## config.mk

```make
export PLATFORM = sky130hd
export DESIGN_NAME = hotplug_slot_signal_config
export DESIGN_NICKNAME = d
export VERILOG_FILES = /design/src/design/hotplug_pkg.sv /design/src/design/hotplug_slot_signal_config.sv /design/src/design/step_timer.sv
export VERILOG_INCLUDE_DIRS = /design/src /design/src/design
export SDC_FILE = /design/constraint.sdc
export NUM_CORES = 1
export LEC_CHECK = 0
export BUFFER_PORTS_ARGS = -buffer_cell sky130_fd_sc_hd__clkbuf_2
export CAP_MARGIN = 0
export CORE_ASPECT_RATIO = 1.25
export CORE_UTILIZATION = 50
export CTS_BUF_LIST = sky130_fd_sc_hd__clkbuf_16
export CTS_CLUSTER_DIAMETER = 60
export DETAILED_ROUTE_END_ITERATION = 8
export GPL_TIMING_DRIVEN = 0
export MAX_ROUTING_LAYER = met4
export PLACE_DENSITY = 0.77
export SKIP_LAST_GASP = 1
export SLEW_MARGIN = 20
export SYNTH_ARGS = -nofsm -noshare
export SYNTH_HDL_FRONTEND = slang
export SYNTH_SLANG_ARGS = --single-unit
```

## constraint.sdc

```tcl
create_clock -name clk_i -period 2.6 [get_ports clk_i]
set_input_delay 0.52 -clock clk_i [delete_from_list [all_inputs] [get_ports clk_i]]
set_output_delay 0.52 -clock clk_i [all_outputs]
set_load 0.02 [all_outputs]
```

## src/design/hotplug_map.svh

```systemverilog
// Offsets, field positions, reset values and timing counts for the
// hot-plug slot signal configuration block.
// Included by the design files; holds definitions only.
`ifndef HOTPLUG_MAP_SVH
`define HOTPLUG_MAP_SVH

// Word offsets on the register bus (byte addresses)
`define OFF_CONFIG        12'h408
`define OFF_SLOT_CONTROL  12'h40C
`define OFF_SLOT_CAP      12'h410
`define OFF_SLOT_STATUS   12'h414

// Configuration register fields
`define CFG_INV_PRESENCE  1
`define CFG_INV_LATCH     3
`define CFG_INV_ATTN      4
`define CFG_INV_PIND      5
`define CFG_INV_PWR_EN    6
`define CFG_INV_ILOCK     7
`define CFG_INV_PWR_GOOD  8
`define CFG_PRES_SEL_LSB  9
`define CFG_AUTO_OFF      11
`define CFG_LATCH_LOCK    12
`define CFG_ILOCK_TOGGLE  13
`define CFG_RST_MODE_LSB  14
`define CFG_P2R_LSB       16
`define CFG_R2P_LSB       24
`define CFG_RESET         32'h1414_0800

// Slot control register: one byte lane per field, one bit per port
`define CTL_POWER_LSB     0
`define CTL_ATTN_LSB      8
`define CTL_PIND_LSB      16
`define CTL_ILOCK_LSB     24
`define CTL_ILOCK_LANE    3

// Slot status register: one byte per port
`define STS_STRIDE        8

// Timing
`define CLK_FREQ_KHZ      40000
`define STEP_TIME_MS      10
`define STEP_CYCLES       (`STEP_TIME_MS * `CLK_FREQ_KHZ)
`define ILOCK_PULSE_MS    100
`define ILOCK_STEPS       8'(`ILOCK_PULSE_MS / `STEP_TIME_MS)

`endif

```

## src/design/hotplug_pkg.sv

```systemverilog
// Types shared by the hot-plug slot signal configuration block.
// Field encodings follow the configuration register layout.
package hotplug_pkg;

  typedef enum logic [1:0] {
    PRES_BOTH,
    PRES_SIGNAL,
    PRES_ALWAYS,
    PRES_NEVER
  } presence_select_type;

  typedef enum logic [1:0] {
    RST_BY_POWER_ENABLE,
    RST_BY_POWER_GOOD,
    RST_RESERVED_2,
    RST_RESERVED_3
  } reset_mode_type;

  typedef enum logic [2:0] {
    SLOT_OFF,
    SLOT_WAIT_GOOD,
    SLOT_UP_DELAY,
    SLOT_ON,
    SLOT_DOWN_DELAY
  } slot_state_type;

endpackage : hotplug_pkg

```

## src/design/hotplug_slot_signal_config.sv

```systemverilog
// Hot-plug slot signal configuration and per-port slot sequencing.
// Assumes slot pins synchronous to clk_i and a classic Wishbone master;
// rst_i is the fundamental reset, hot_rst_i an ordinary reset.
`timescale 1ns/1ps
`include "hotplug_map.svh"

module hotplug_slot_signal_config
  import hotplug_pkg::*;
#(
  parameter int NPORTS      = 2,
  parameter int ADDR_W      = 12,
  parameter int STEP_CYCLES = `STEP_CYCLES
) (
  input  wire logic              clk_i,
  input  wire logic              rst_i,
  input  wire logic              hot_rst_i,
  input  wire logic              wb_cyc_i,
  input  wire logic              wb_stb_i,
  input  wire logic              wb_we_i,
  input  wire logic [ADDR_W-1:0] wb_adr_i,
  input  wire logic [3:0]        wb_sel_i,
  input  wire logic [31:0]       wb_dat_i,
  output logic      [31:0]       wb_dat_o,
  output logic                   wb_ack_o,
  input  wire logic [NPORTS-1:0] latch_sensor_in_i,
  input  wire logic [NPORTS-1:0] presence_detect_in_i,
  input  wire logic [NPORTS-1:0] slot_power_good_in_i,
  input  wire logic [NPORTS-1:0] receiver_detect_i,
  output logic      [NPORTS-1:0] attention_indicator_out_o,
  output logic      [NPORTS-1:0] power_indicator_out_o,
  output logic      [NPORTS-1:0] slot_power_enable_out_o,
  output logic      [NPORTS-1:0] interlock_out_o,
  output logic      [NPORTS-1:0] slot_reset_out_o,
  output logic      [NPORTS-1:0] presence_report_o
);

  localparam logic [7:0]  PORT_MASK = 8'((1 << NPORTS) - 1);
  localparam logic [31:0] CTL_MASK  = {8'h00, PORT_MASK, PORT_MASK,
                                       PORT_MASK};
  localparam logic [31:0] CAP_MASK  = {24'h00_0000, PORT_MASK};

  function automatic logic [31:0] merge_lanes(input logic [31:0] old_v,
                                              input logic [31:0] new_v,
                                              input logic [3:0]  sel);
    logic [31:0] res;
    res = old_v;
    for (int b = 0; b < 4; b++) begin
      if (sel[b]) begin
        res[b*8 +: 8] = new_v[b*8 +: 8];
      end
    end
    return res;
  endfunction : merge_lanes

  function automatic logic addr_hit(input logic [ADDR_W-1:0] adr,
                                    input logic [11:0]       off);
    logic [ADDR_W-1:0] off_w;
    off_w = ADDR_W'(off);
    return adr[ADDR_W-1:2] == off_w[ADDR_W-1:2];
  endfunction : addr_hit

  logic [31:0]       config_reg;
  logic [31:0]       slot_control;
  logic [31:0]       slot_cap;
  logic [31:0]       slot_status;
  logic [NPORTS-1:0] ilock_write;
  logic [31:0]       next_rdata;
  logic              bus_req;
  logic              wr_take;
  logic              port_rst;

  assign bus_req  = wb_cyc_i & wb_stb_i;
  // Writes land on the edge where the master sees ack
  assign wr_take  = bus_req & wb_we_i & wb_ack_o;
  assign port_rst = rst_i | hot_rst_i;

  presence_select_type pres_sel;
  reset_mode_type      rst_mode;

  assign pres_sel = presence_select_type'(config_reg[`CFG_PRES_SEL_LSB +: 2]);
  assign rst_mode = reset_mode_type'(config_reg[`CFG_RST_MODE_LSB +: 2]);

  always_ff @(posedge clk_i) begin
    if (rst_i) begin
      wb_ack_o <= 1'b0;
    end else begin
      wb_ack_o <= bus_req & ~wb_ack_o;
    end
  end

  always_comb begin
    next_rdata = 32'h0000_0000;
    if (addr_hit(wb_adr_i, `OFF_CONFIG)) begin
      next_rdata = config_reg;
    end else if (addr_hit(wb_adr_i, `OFF_SLOT_CONTROL)) begin
      next_rdata = slot_control;
    end else if (addr_hit(wb_adr_i, `OFF_SLOT_CAP)) begin
      next_rdata = slot_cap;
    end else if (addr_hit(wb_adr_i, `OFF_SLOT_STATUS)) begin
      next_rdata = slot_status;
    end
  end

  always_ff @(posedge clk_i) begin
    if (rst_i) begin
      wb_dat_o <= 32'h0000_0000;
    end else if (bus_req & ~wb_ack_o) begin
      wb_dat_o <= next_rdata;
    end
  end

  // Only the fundamental reset restores the configuration
  always_ff @(posedge clk_i) begin
    if (rst_i) begin
      config_reg <= `CFG_RESET;
    end else if (wr_take & addr_hit(wb_adr_i, `OFF_CONFIG)) begin
      config_reg <= merge_lanes(config_reg, wb_dat_i, wb_sel_i);
    end
  end

  always_ff @(posedge clk_i) begin
    if (rst_i) begin
      slot_cap <= 32'h0000_0000;
    end else if (wr_take & addr_hit(wb_adr_i, `OFF_SLOT_CAP)) begin
      slot_cap <= merge_lanes(slot_cap, wb_dat_i, wb_sel_i) & CAP_MASK;
    end
  end

  always_ff @(posedge clk_i) begin
    if (port_rst) begin
      slot_control <= 32'h0000_0000;
    end else if (wr_take & addr_hit(wb_adr_i, `OFF_SLOT_CONTROL)) begin
      slot_control <= merge_lanes(slot_control, wb_dat_i, wb_sel_i)
                      & CTL_MASK;
    end
  end

  // Interlock bits are write-one actions and are never stored
  always_ff @(posedge clk_i) begin
    if (port_rst) begin
      ilock_write <= '0;
    end else if (wr_take & addr_hit(wb_adr_i, `OFF_SLOT_CONTROL)
                 & wb_sel_i[`CTL_ILOCK_LANE]) begin
      ilock_write <= wb_dat_i[`CTL_ILOCK_LSB +: NPORTS];
    end else begin
      ilock_write <= '0;
    end
  end

  genvar p;
  generate
    for (p = 0; p < 4; p++) begin : g_unused_status
      if (p >= NPORTS) begin : g_zero
        assign slot_status[p*`STS_STRIDE +: `STS_STRIDE] = 8'h00;
      end
    end

    for (p = 0; p < NPORTS; p++) begin : g_port
      slot_state_type state;
      logic           latch_sense;
      logic           latch_open;
      logic           lock_state;
      logic           good_sense;
      logic           pres_sense;
      logic           auto_off;
      logic           want_power;
      logic           stable;
      logic           up_start;
      logic           down_start;
      logic           seq_done;
      logic           ilock_start;
      logic           ilock_done;
      logic           power_en;
      logic           reset_on;
      logic           ilock_level;
      logic           attn_q;
      logic           pind_q;
      logic           pwr_q;
      logic           ilock_q;
      logic           pres_q;

      assign latch_sense = latch_sensor_in_i[p]
                           ^ config_reg[`CFG_INV_LATCH];
      assign latch_open  = latch_sense
                           & ~config_reg[`CFG_LATCH_LOCK];
      assign lock_state  = latch_sense
                           & config_reg[`CFG_LATCH_LOCK];
      assign good_sense  = slot_power_good_in_i[p]
                           ^ config_reg[`CFG_INV_PWR_GOOD];
      assign pres_sense  = presence_detect_in_i[p]
                           ^ config_reg[`CFG_INV_PRESENCE];
      assign auto_off    = config_reg[`CFG_AUTO_OFF] & slot_cap[p]
                           & latch_open;
      assign want_power  = slot_control[`CTL_POWER_LSB + p]
                           & ~auto_off;
      // Reserved reset modes fall back to power-enable control
      assign stable      = (rst_mode == RST_BY_POWER_GOOD) ? good_sense
                                                           : 1'b1;
      assign up_start    = (state == SLOT_WAIT_GOOD) & want_power & stable;
      assign down_start  = (state == SLOT_ON) & ~want_power;
      assign ilock_start = ilock_write[p]
                           & ~config_reg[`CFG_ILOCK_TOGGLE];

      step_timer #(
        .STEP_CYCLES (STEP_CYCLES),
        .COUNT_W     (8)
      ) u_seq_timer (
        .clk_i   (clk_i),
        .rst_i   (port_rst),
        .start_i (up_start | down_start),
        .count_i (up_start ? config_reg[`CFG_P2R_LSB +: 8]
                           : config_reg[`CFG_R2P_LSB +: 8]),
        .busy_o  (),
        .done_o  (seq_done)
      );

      step_timer #(
        .STEP_CYCLES (STEP_CYCLES),
        .COUNT_W     (8)
      ) u_ilock_timer (
        .clk_i   (clk_i),
        .rst_i   (port_rst),
        .start_i (ilock_start),
        .count_i (`ILOCK_STEPS),
        .busy_o  (),
        .done_o  (ilock_done)
      );

      // Reset is asserted before power is removed, or on the same edge when port_rst forces both
      always_ff @(posedge clk_i) begin
        if (port_rst) begin
          state    <= SLOT_OFF;
          power_en <= 1'b0;
          reset_on <= 1'b1;
        end else begin
          unique case (state)
            SLOT_OFF: begin
              if (want_power) begin
                power_en <= 1'b1;
                state    <= SLOT_WAIT_GOOD;
              end
            end
            SLOT_WAIT_GOOD: begin
              if (!want_power) begin
                power_en <= 1'b0;
                state    <= SLOT_OFF;
              end else if (stable) begin
                state <= SLOT_UP_DELAY;
              end
            end
            SLOT_UP_DELAY: begin
              if (!want_power) begin
                power_en <= 1'b0;
                state    <= SLOT_OFF;
              end else if (seq_done) begin
                reset_on <= 1'b0;
                state    <= SLOT_ON;
              end
            end
            SLOT_ON: begin
              if (!want_power) begin
                reset_on <= 1'b1;
                state    <= SLOT_DOWN_DELAY;
              end else if (!stable) begin
                reset_on <= 1'b1;
                state    <= SLOT_WAIT_GOOD;
              end
            end
            SLOT_DOWN_DELAY: begin
              if (seq_done) begin
                power_en <= 1'b0;
                state    <= SLOT_OFF;
              end
            end
          endcase
        end
      end

      always_ff @(posedge clk_i) begin
        if (port_rst) begin
          ilock_level <= 1'b0;
        end else if (ilock_write[p] & config_reg[`CFG_ILOCK_TOGGLE]) begin
          ilock_level <= ~ilock_level;
        end else if (ilock_start) begin
          ilock_level <= 1'b1;
        end else if (ilock_done) begin
          ilock_level <= 1'b0;
        end
      end

      always_ff @(posedge clk_i) begin
        if (port_rst) begin
          attn_q  <= config_reg[`CFG_INV_ATTN];
          pind_q  <= config_reg[`CFG_INV_PIND];
          pwr_q   <= config_reg[`CFG_INV_PWR_EN];
          ilock_q <= config_reg[`CFG_INV_ILOCK];
        end else begin
          attn_q  <= slot_control[`CTL_ATTN_LSB + p]
                     ^ config_reg[`CFG_INV_ATTN];
          pind_q  <= slot_control[`CTL_PIND_LSB + p]
                     ^ config_reg[`CFG_INV_PIND];
          pwr_q   <= power_en ^ config_reg[`CFG_INV_PWR_EN];
          ilock_q <= ilock_level ^ config_reg[`CFG_INV_ILOCK];
        end
      end

      always_ff @(posedge clk_i) begin
        if (port_rst) begin
          pres_q <= 1'b0;
        end else begin
          unique case (pres_sel)
            PRES_BOTH:   pres_q <= receiver_detect_i[p] | pres_sense;
            PRES_SIGNAL: pres_q <= pres_sense;
            PRES_ALWAYS: pres_q <= 1'b1;
            PRES_NEVER:  pres_q <= 1'b0;
          endcase
        end
      end

      assign attention_indicator_out_o[p] = attn_q;
      assign power_indicator_out_o[p]     = pind_q;
      assign slot_power_enable_out_o[p]   = pwr_q;
      assign interlock_out_o[p]           = ilock_q;
      assign slot_reset_out_o[p]          = reset_on;
      assign presence_report_o[p]         = pres_q;

      assign slot_status[p*`STS_STRIDE +: `STS_STRIDE] =
        {1'b0, ilock_level, reset_on, power_en,
         good_sense, lock_state, latch_open, pres_q};
    end
  endgenerate

endmodule : hotplug_slot_signal_config

```

## src/design/step_timer.sv

```systemverilog
// Restartable delay timer counting whole steps of STEP_CYCLES clocks.
// Assumes start_i is a one-cycle pulse; a new start restarts the count.
`timescale 1ns/1ps

module step_timer #(
  parameter int STEP_CYCLES = 400000,
  parameter int COUNT_W     = 8
) (
  input  wire logic               clk_i,
  input  wire logic               rst_i,
  input  wire logic               start_i,
  input  wire logic [COUNT_W-1:0] count_i,
  output logic                    busy_o,
  output logic                    done_o
);

  localparam int PRE_W = $clog2(STEP_CYCLES + 1);
  localparam logic [PRE_W-1:0] PRE_LAST = PRE_W'(STEP_CYCLES - 1);

  logic [PRE_W-1:0]   prescale;
  logic [COUNT_W-1:0] remain;

  // The prescaler restarts with every start so a delay is never short
  always_ff @(posedge clk_i) begin
    if (rst_i) begin
      busy_o   <= 1'b0;
      done_o   <= 1'b0;
      prescale <= '0;
      remain   <= '0;
    end else if (start_i) begin
      busy_o   <= (count_i != '0);
      done_o   <= (count_i == '0);
      prescale <= '0;
      remain   <= count_i;
    end else begin
      done_o <= 1'b0;
      if (busy_o) begin
        if (prescale == PRE_LAST) begin
          prescale <= '0;
          remain   <= remain - 1'b1;
          if (remain == COUNT_W'(1)) begin
            busy_o <= 1'b0;
            done_o <= 1'b1;
          end
        end else begin
          prescale <= prescale + 1'b1;
        end
      end
    end
  end

endmodule : step_timer

```

# Word level (Yosys, flattened, before mapping)
# Cells that the tools add are included.
[totals]
inputBits = 62
ff_bits = 213
wordCells = 306
out_inout_bits = 45
[op_classes]
addsub = 8
n_eq_ne = 40
n_mux = 100
n_reduce_logical = 50
bitwise = 61
[op_table]
columns = ["op", "n"]
rows = [
  ["19-bit by 1-bit adder with 19-bit output (second input constant)", 4],
  ["19-bit == test (second input constant)", 4],
  ["19-bit two-way mux", 4],
  ["8-bit two-way mux", 8],
  ["1-bit two-way mux", 54],
  ["3-bit two-way mux", 16],
  ["10-bit by 9-bit == test with 1-bit output (second input constant)", 4],
  ["8-bit by 1-bit == test with 1-bit output (second input constant)", 4],
  ["32-bit two-way mux", 1],
  ["8-bit by 1-bit subtractor with 8-bit output (second input constant)", 4],
  ["15-bit two-way mux", 2],
  ["3-bit one-hot mux with 5 select lines", 2],
  ["1-bit AND", 28],
  ["2-bit AND reduction", 14],
  ["4-bit two-way mux", 6],
  ["2-bit nonzero test", 10],
  ["18-bit two-way mux", 1],
  ["8-bit logical NOT", 2],
  ["4-bit AND reduction", 4],
  ["8-bit nonzero test", 2],
  ["1-bit NOT", 14],
  ["2-bit OR reduction", 7],
  ["1-bit XOR", 14],
  ["3-bit by 2-bit == test with 1-bit output (second input constant)", 4],
  ["other kinds (17)", 46],
]

# Longest topological paths before layout
# Gate-level depths: netlist of run 1.
[depth]
ltp_word = 10
ltp_mapped = 8
ltp_nobuf = 6

# Cells and area by module
# A second synthesis of run 1 with hierarchy kept.
[hier_totals]
hier_cells = 1234
area_unflattened_um2 = 10767.8
[by_module_without_submodules]
columns = ["module", "instances", "area_per_inst_um2", "seq_area_each_um2", "cells_per_inst"]
rows = [
  ["step_timer", 4, 1604.0, 580.6, 195],
  ["hotplug_slot_signal_config", 1, 4351.7, 1941.9, 454],
]

# Worst setup path after synthesis of run 1
# No wires, ideal clock.
[synth_path]
kind = "input -> register"
startpoint = "input port latch_sensor_in_i[0]"
endpoint = "register g_port[0].u_seq_timer.busy_o"
path_buffers = 0
path_slack_ns = 0.522
t_required_ns = 2.483
arrival_ns = 1.960
cell_stages = 5
setup_time_ns = 0.117
path_cell_list = "xnor2_1 o31ai_4 nor2_2 mux2_2 a32o_1"
[synth_via]
elab_chain_len = 10
elab_cells_between_ends = 13
cone_classes = "mux: 2; bitwise: 10; reduce/logical: 1"
[synth_lines]
columns = ["item", "line", "source"]
rows = [
  ["from (decl)", "hotplug_slot_signal_config.sv:25", "input wire logic [NPORTS-1:0] latch_sensor_in_i,"],
  ["1-bit XOR (*)", "hotplug_slot_signal_config.sv:182", "assign latch_sense = latch_sensor_in_i[p]"],
  ["1-bit AND (*)", "hotplug_slot_signal_config.sv:184", "assign latch_open = latch_sense"],
  ["1-bit AND (*)", "hotplug_slot_signal_config.sv:192", "assign auto_off = config_reg[`CFG_AUTO_OFF] & slot_cap[p]"],
  ["1-bit NOT (*)", "hotplug_slot_signal_config.sv:195", "& ~auto_off;"],
  ["1-bit AND (*)", "hotplug_slot_signal_config.sv:194", "assign want_power = slot_control[`CTL_POWER_LSB + p]"],
  ["1-bit AND (2 in a row)", "hotplug_slot_signal_config.sv:199", "assign up_start = (state == SLOT_WAIT_GOOD) & want_power & stable;"],
  ["8-bit two-way mux", "hotplug_slot_signal_config.sv:211", ".count_i (up_start ? config_reg[`CFG_P2R_LSB +: 8]"],
  ["8-bit nonzero test", "step_timer.sv:31", "busy_o <= (count_i != '0);"],
  ["1-bit two-way mux (*)", "step_timer.sv:30", "end else if (start_i) begin"],
  ["to (signal assigned)", "step_timer.sv:31", ""],
  ["to (decl)", "step_timer.sv:13", "output logic busy_o,"],
]
# Mark *: on every way between the ends. The rest lies on a longest branch, timed or not.
# A chain may end at the register's enable or synchronous reset.

# Worst setup path after layout of run 1
[layout_path]
startpoint = "input port wb_adr_i[9]"
endpoint = "register config_reg[7]"
[layout_via]
elab_chain_len = 3
[layout_lines]
columns = ["item", "line", "source"]
rows = [
  ["from (decl)", "hotplug_slot_signal_config.sv:20", "input wire logic [ADDR_W-1:0] wb_adr_i,"],
  ["10-bit by 9-bit == test with 1-bit output", "hotplug_slot_signal_config.sv:59", "return adr[ADDR_W-1:2] == off_w[ADDR_W-1:2];"],
  ["1-bit AND", "hotplug_slot_signal_config.sv:116", "end else if (wr_take & addr_hit(wb_adr_i, `OFF_CONFIG)) begin"],
  ["2-bit AND reduction (no line)", "n/a", ""],
  ["to (signal assigned)", "hotplug_slot_signal_config.sv:115", "config_reg <= `CFG_RESET;"],
  ["to (signal assigned)", "hotplug_slot_signal_config.sv:117", "config_reg <= merge_lanes(config_reg, wb_dat_i, wb_sel_i);"],
  ["to (decl)", "hotplug_slot_signal_config.sv:62", "logic [31:0] config_reg;"],
]
# Every way passes these cells.

==> results of run 1 <==
-- power by group through the flow --
stage                     registers (W)  clock network (W)  logic, W
after global placement          0.00336                  0  0.000244
after detailed placement        0.00336                  0  0.000245
after floorplan                 0.00337                  0  0.000113
after CTS                       0.00329            0.00315  0.000247
final                           0.00328            0.00312  0.000249
after global routing            0.00328            0.00329  0.000268
-- per-stage QoR --
step | hold WS, ps | setup WS [ps]
after floorplan | 441 | 522
after global placement | 443 | -224
after detailed placement | 446 | -259
after CTS | 238 | 242
after global routing | 251 | 112
final | 242 | 183
-- cell type report --
type                    count  share of cell area (%)
well taps                 232                    2.58
inverters                  22                   0.733
flip-flops and latches    213                    37.8
clock buffers              23                    5.11
multi-input cells         803                    45.3
diodes                      1                  0.0222
repair buffers            103                    4.57
plain buffers              61                    2.69
clock inverters            15                    1.13
-- metal layers --
layer / routed length, um / global-route usage, % / part of all wire, %
met4: 931 / 10.8 / 3.7
met3: 1380 / 3.14 / 5.5
met5: 0 / - / 0
met1: 10500 / 30.3 / 42
met2: 12300 / 44.0 / 49
-- layout by cell type (no fill, tap or decap), types with 8 or more instances in the layout --
cell,instances
inv_1,24
nor4_1,17
and4_1,8
ha_1,12
xor2_1,65
nand4_1,39
and3_1,12
a21oi_1,45
clkbuf_16,23
nor2_2,10
o22ai_1,16
clkbuf_1,35
nand3_1,61
buf_4,13
nor3_1,27
dfxtp_1,213
a221oi_1,8
o21ai_0,13
xnor2_1,45
nor2_1,166
nand2_1,90
mux2i_1,50
clkbuf_2,104
-- synthesized netlist by cell type (5+ instances only) --
cell type	number	area [um^2]
nand2_1	90	338
mux2_2	6	67.6
buf_4	13	97.6
nor2b_1	7	43.8
nand2b_1	7	43.8
xor2_1	65	569
and4_1	8	70.1
nor2_1	166	623
a21oi_1	45	225
and3_1	12	75.1
ha_1	12	150
nor3_1	27	135
nand4_1	39	244
dfxtp_1	213	4260
nand3_1	61	305
nor4_1	17	106
o21ai_0	13	65.1
o22ai_1	16	100
and2_1	5	31.3
mux2i_1	50	500
inv_1	22	82.6
nor4b_1	5	43.8
buf_2	7	35.0
a211o_1	5	43.8
clkbuf_1	35	131
nor2_2	10	62.6
a221oi_1	8	70.1
xnor2_1	45	394
-- critical path, stage by stage --
cell	delay, ps
clkbuf_2	80
nor4b_1	770
and4b_1	410
buf_2	310
nand3_2	330
mux2i_1	290
nor2_1	60
-- worst paths after layout --
path	from	to	slack, ps	depth (start not counted)
setup / recovery	wb_adr_i[9]	config_reg[7]	180	7
hold / removal	wb_dat_i[27]	config_reg[27]	240	3
setup reg to reg	config_reg[3]	g_port[0].u_seq_timer.busy_o	310	5
hold reg to reg	wb_dat_o[23]	wb_dat_o[23]	450	2
-- cell families (layout without fill, tap and decap cells) --
logic type	Yosys count	after routing	share of synthesized area, %
flops	213	213	43.7
buf+inv	83	224	3.95
other cells	0	1	0
mux	58	58	6.13
xor+xnor	111	111	10.0
compound gates	127	127	8.89
fa+ha+maj	12	12	1.54
simple gates	495	495	25.8
==> flow_summary.json, run 1 <==
{
  "status": "complete, no violations",
  "postSynthNetCount": 1173,
  "post-place-cells": 1434,
  "die-area_mm2": 0.0201,
  "vdd.ir_drop.worst_v": 0.000488,
  "yosysWarnings": 0,
  "vias": 8411,
  "cp-end-kind": "flop",
  "start_util_pct": 51.6,
  "place_area_mm2": 0.0106,
  "layout.cells.non_filler": 1473,
  "combinationalPowerShare_pct": 3.7,
  "seqCellArea_mm2": 0.00426,
  "final_cell_area_mm2": 0.0113,
  "die_width_um": 127,
  "rsz0062_at_grt": "no",
  "n_fill_cell": 1662,
  "htree_levels": 1,
  "core_area_mm2": 0.0189,
  "crit_required_ps": 2970,
  "clock_power_share_pct": 46.9,
  "post-dp-hpwl_mm": 18.5,
  "final_layout_size_suffix_gt1_share_pct": 16.0,
  "seqPwrFrac_pct": 49.4,
  "cellPowerDensity_mw_per_mm2": 590,
  "min_path_type": "input port to flop",
  "post_cts_buffers": 0,
  "slew_viol_final": 0,
  "worstPathArrival_ps": 2780,
  "finalCritPeriodShare_pct": 93.0,
  "drc": 0,
  "final_antenna_net_count": 0,
  "syn_inst": 1099,
  "die_height_um": 158,
  "clk_pin_slew_ps": 60,
  "grtUsageTotal_pct": 25.6,
  "startpoint_type": "input port",
  "syn2layout_area_growth_pct": 15.5,
  "maxCapViolations": 0,
  "grt.overflow.total": 0,
  "crit_fanout": 10,
  "tightest_slew_ps": 882,
  "reg.largest.list": "g_port.u_ilock_timer.prescale (38), g_port.u_seq_timer.prescale (38)",
  "power_w": 0.00665,
  "synthArstFlopShare_pct": 0,
  "clockBufferDepth": 3,
  "fin_crit_ps": 2420,
  "first_pass_iters": 5,
  "p_int_w": 0.00516,
  "vias_per_cell": 5.71,
  "wl_per_cell_um": 17.0,
  "synth_seq_area_share_pct": 43.7,
  "p_leak_nw": 4.20,
  "syn_area_mm2": 0.00976,
  "grt_max_degree": 14,
  "placementRows": 56,
  "multiInputGateArea_mm2": 0.00511,
  "wirelength_mm": 25.1,
  "drt_iter0_drc": 502,
  "critPathKind": "input port to flop",
  "p_switching_w": 0.00149,
  "cts_inserted_buffers": 23,
  "setup_tns_ps": 0,
  "grt_first_pass_wirelength_mm": 39.9,
  "swShare_pct": 22.5,
  "final_net_count": 1301,
  "ys_ff_latch": 213,
  "grt_antenna_before_repair": 1,
  "synth_edf_count": 0,
  "clkLatencyLatePin_ps": 510,
  "synth_cell_types": 69,
  "cts_root_buffer": "clkbuf_16",
  "pin_count": 107,
  "grt_pass1_vias": 8077,
  "synth_area_per_cell_um2": 8.88,
  "hold_violations": 0,
  "slew_headroom_pct": 40.4,
  "numPortBuffers": 103,
  "cts_sinks": 213,
  "clock.fmax_ghz": 0.414,
  "cts_tree": "built",
  "setup_viol": 0,
  "final_util_pct": 59.6,
  "gp_congestion": 0.899,
  "synthFlopType": "dfxtp_1",
  "cts_resized": 0,
  "clock_skew_ps": 16.4,
  "cts_hold_buf": 0
}
Note: power is estimated with default switching activity, not from simulation.
==> run 2: changes to the inputs <==
--- a/config.mk
+++ b/config.mk
@@ -15,7 +15,7 @@
 export DETAILED_ROUTE_END_ITERATION = 8
 export GPL_TIMING_DRIVEN = 0
 export MAX_ROUTING_LAYER = met4
-export PLACE_DENSITY = 0.77
+export PLACE_DENSITY = 0.67
 export SKIP_LAST_GASP = 1
 export SLEW_MARGIN = 20
 export SYNTH_ARGS = -nofsm -noshare
==> flow_summary.json, run 2 (same netlist as run 1, synthesis figures left out) <==
{
  "cp-end-kind": "flop",
  "clock_skew_ps": 22.9,
  "htree_levels": 1,
  "finalCritPeriodShare_pct": 92.1,
  "slew_headroom_pct": 43.0,
  "gp_congestion": 0.913,
  "cellPowerDensity_mw_per_mm2": 572,
  "n_fill_cell": 1766,
  "tightest_slew_ps": 851,
  "vias": 8173,
  "path_cells": "xnor2_1 -> o31ai_4 -> nor2_2 -> mux2_2 -> a32o_1",
  "clockBufferDepth": 3,
  "die-area_mm2": 0.0201,
  "path_delay_family": "XOR/XNOR gates",
  "drt_iter0_drc": 448,
  "die_height_um": 158,
  "drc": 0,
  "grt_first_pass_wirelength_mm": 39.0,
  "cts_sinks": 213,
  "wirelength_mm": 24.2,
  "clock.fmax_ghz": 0.417,
  "first_pass_iters": 6,
  "vdd.ir_drop.worst_v": 0.000403,
  "grt_pass1_vias": 7735,
  "min_path_cells": 3,
  "core_area_mm2": 0.0189,
  "fin_crit_ps": 2400,
  "reg.largest.list": "g_port.u_ilock_timer.prescale (38), g_port.u_seq_timer.prescale (38)",
  "setup_viol": 0,
  "max_stage_delay_ps": 550,
  "holdWs_ps": 233,
  "cts_tree": "built",
  "die_width_um": 127,
  "r2r-end": "g_port[0].u_seq_timer.busy_o",
  "critPathKind": "flop to flop",
  "crit_path_top_delay_cell": "xnor2_1",
  "post_cts_buffers": 0,
  "diodes": 0,
  "post-dp-hpwl_mm": 17.8,
  "r2r_cells": 5,
  "final_layout_size_suffix_gt1_share_pct": 15.5,
  "regToRegSetupSlack_ps": 200,
  "cts_resized": 0,
  "holdPathEnd": "config_reg[4]",
  "crit_fanout": 9,
  "layout_common_cells": "dfxtp_1 (213), nor2_1 (166), clkbuf_2 (104)",
  "syn2layout_area_growth_pct": 14.8,
  "start_util_pct": 51.6,
  "grtUsageTotal_pct": 25.1,
  "grt.overflow.total": 0,
  "r2r_start": "config_reg[3]",
  "final_cell_area_mm2": 0.0112,
  "p_leak_nw": 4.19,
  "hold_start": "wb_dat_i[4]",
  "startpoint": "config_reg[3]",
  "place_area_mm2": 0.0106,
  "numPortBuffers": 103,
  "pin_count": 107,
  "cts_hold_buf": 0,
  "min_path_type": "input port to flop",
  "rsz0062_at_grt": "no",
  "slew_viol_final": 0,
  "crit_buf_inv": 0,
  "worstPathArrival_ps": 2810,
  "placementRows": 56,
  "hold_violations": 0,
  "maxCapViolations": 0,
  "startpoint_type": "flop",
  "cts_root_buffer": "clkbuf_16",
  "final_antenna_net_count": 0,
  "clkLatencyLatePin_ps": 520,
  "wl_per_cell_um": 16.4,
  "layout_commonest_cell": "dfxtp_1",
  "status": "complete, no violations",
  "vias_per_cell": 5.55,
  "final_net_count": 1301,
  "cts_inserted_buffers": 23,
  "crit_required_ps": 3010,
  "grt_max_degree": 13,
  "clk_pin_slew_ps": 60,
  "grt_antenna_before_repair": 0
}
[run 2: cell types whose count changed in the layout (fill, tap and decap cells not counted)]
cell        delta
diode_2        -1
inv_1          +5
clkinv_4       -2
clkinv_1       +1
bufinv_16      -2
inv_6          +2
clkinvlp_4     -1
clkinv_2       -3
[run 2: through the flow]
stage               utilization (%)  std cells  setup WS [ps]  total power [W]  setup TNS (ps)
finish                         59.2       1472            205          0.00641               0
global route                   59.2       1472            128          0.00663               0
CTS                            59.2       1472            220          0.00647               0
detailed placement             55.8       1434           -120          0.00360           -1410
global placement               55.8       1434           -133          0.00360           -1470
floorplan                         -       1099            522          0.00348               0
[run 2: worst max path at each step]
| stage | endpoint | cells after the start |
|---|---|---|
| 2_1_floorplan | g_port[0].u_seq_timer.busy_o | 5 |
| 3_3_place_gp | config_reg[11] | 6 |
| 3_5_place_dp | config_reg[11] | 6 |
| 4_1_cts | g_port[0].u_seq_timer.busy_o | 5 |
| 5_1_grt | g_port[0].u_seq_timer.remain[5] | 7 |
| 6_report | g_port[0].u_seq_timer.busy_o | 5 |
[run 2: power by group]
group | switching, W | total (W) | leakage (nW) | internal, W
clock network | 0.00129 | 0.00288 | 0.342 | 0.00159
logic | 0.000163 | 0.000243 | 2.13 | 0.0000800
registers | 0.00000860 | 0.00328 | 1.72 | 0.00328
[run 2: worst min-delay path: cells and delay by family]
family	cells	cell delay [ps]
buffers and inverters	1	80
AND/OR/NAND/NOR	1	70
multiplexers	1	50
[run 2: cell type report]
| type | count | area, um^2 | area share [%] |
|---|---|---|---|
| Buffer | 61 | 303 | 2.70 |
| Clock buffer | 23 | 576 | 5.14 |
| Clock inverter | 15 | 67.6 | 0.603 |
| Inverter | 22 | 82.6 | 0.737 |
| Multi-Input combinational cell | 803 | 5110 | 45.6 |
| Sequential cell | 213 | 4260 | 38.0 |
| Tap cell | 232 | 290 | 2.59 |
| Timing Repair Buffer | 103 | 515 | 4.60 |
[run 2: metal layers]
metal	track usage, %	vias up	wire length, um	part of all wire (%)
met3	3.01	39	1040	4.3
met5	-	-	0	0
li1	-	4101	-	-
met1	29.6	3846	10300	43
met4	8.73	0	724	3.0
met2	44.2	187	12100	50
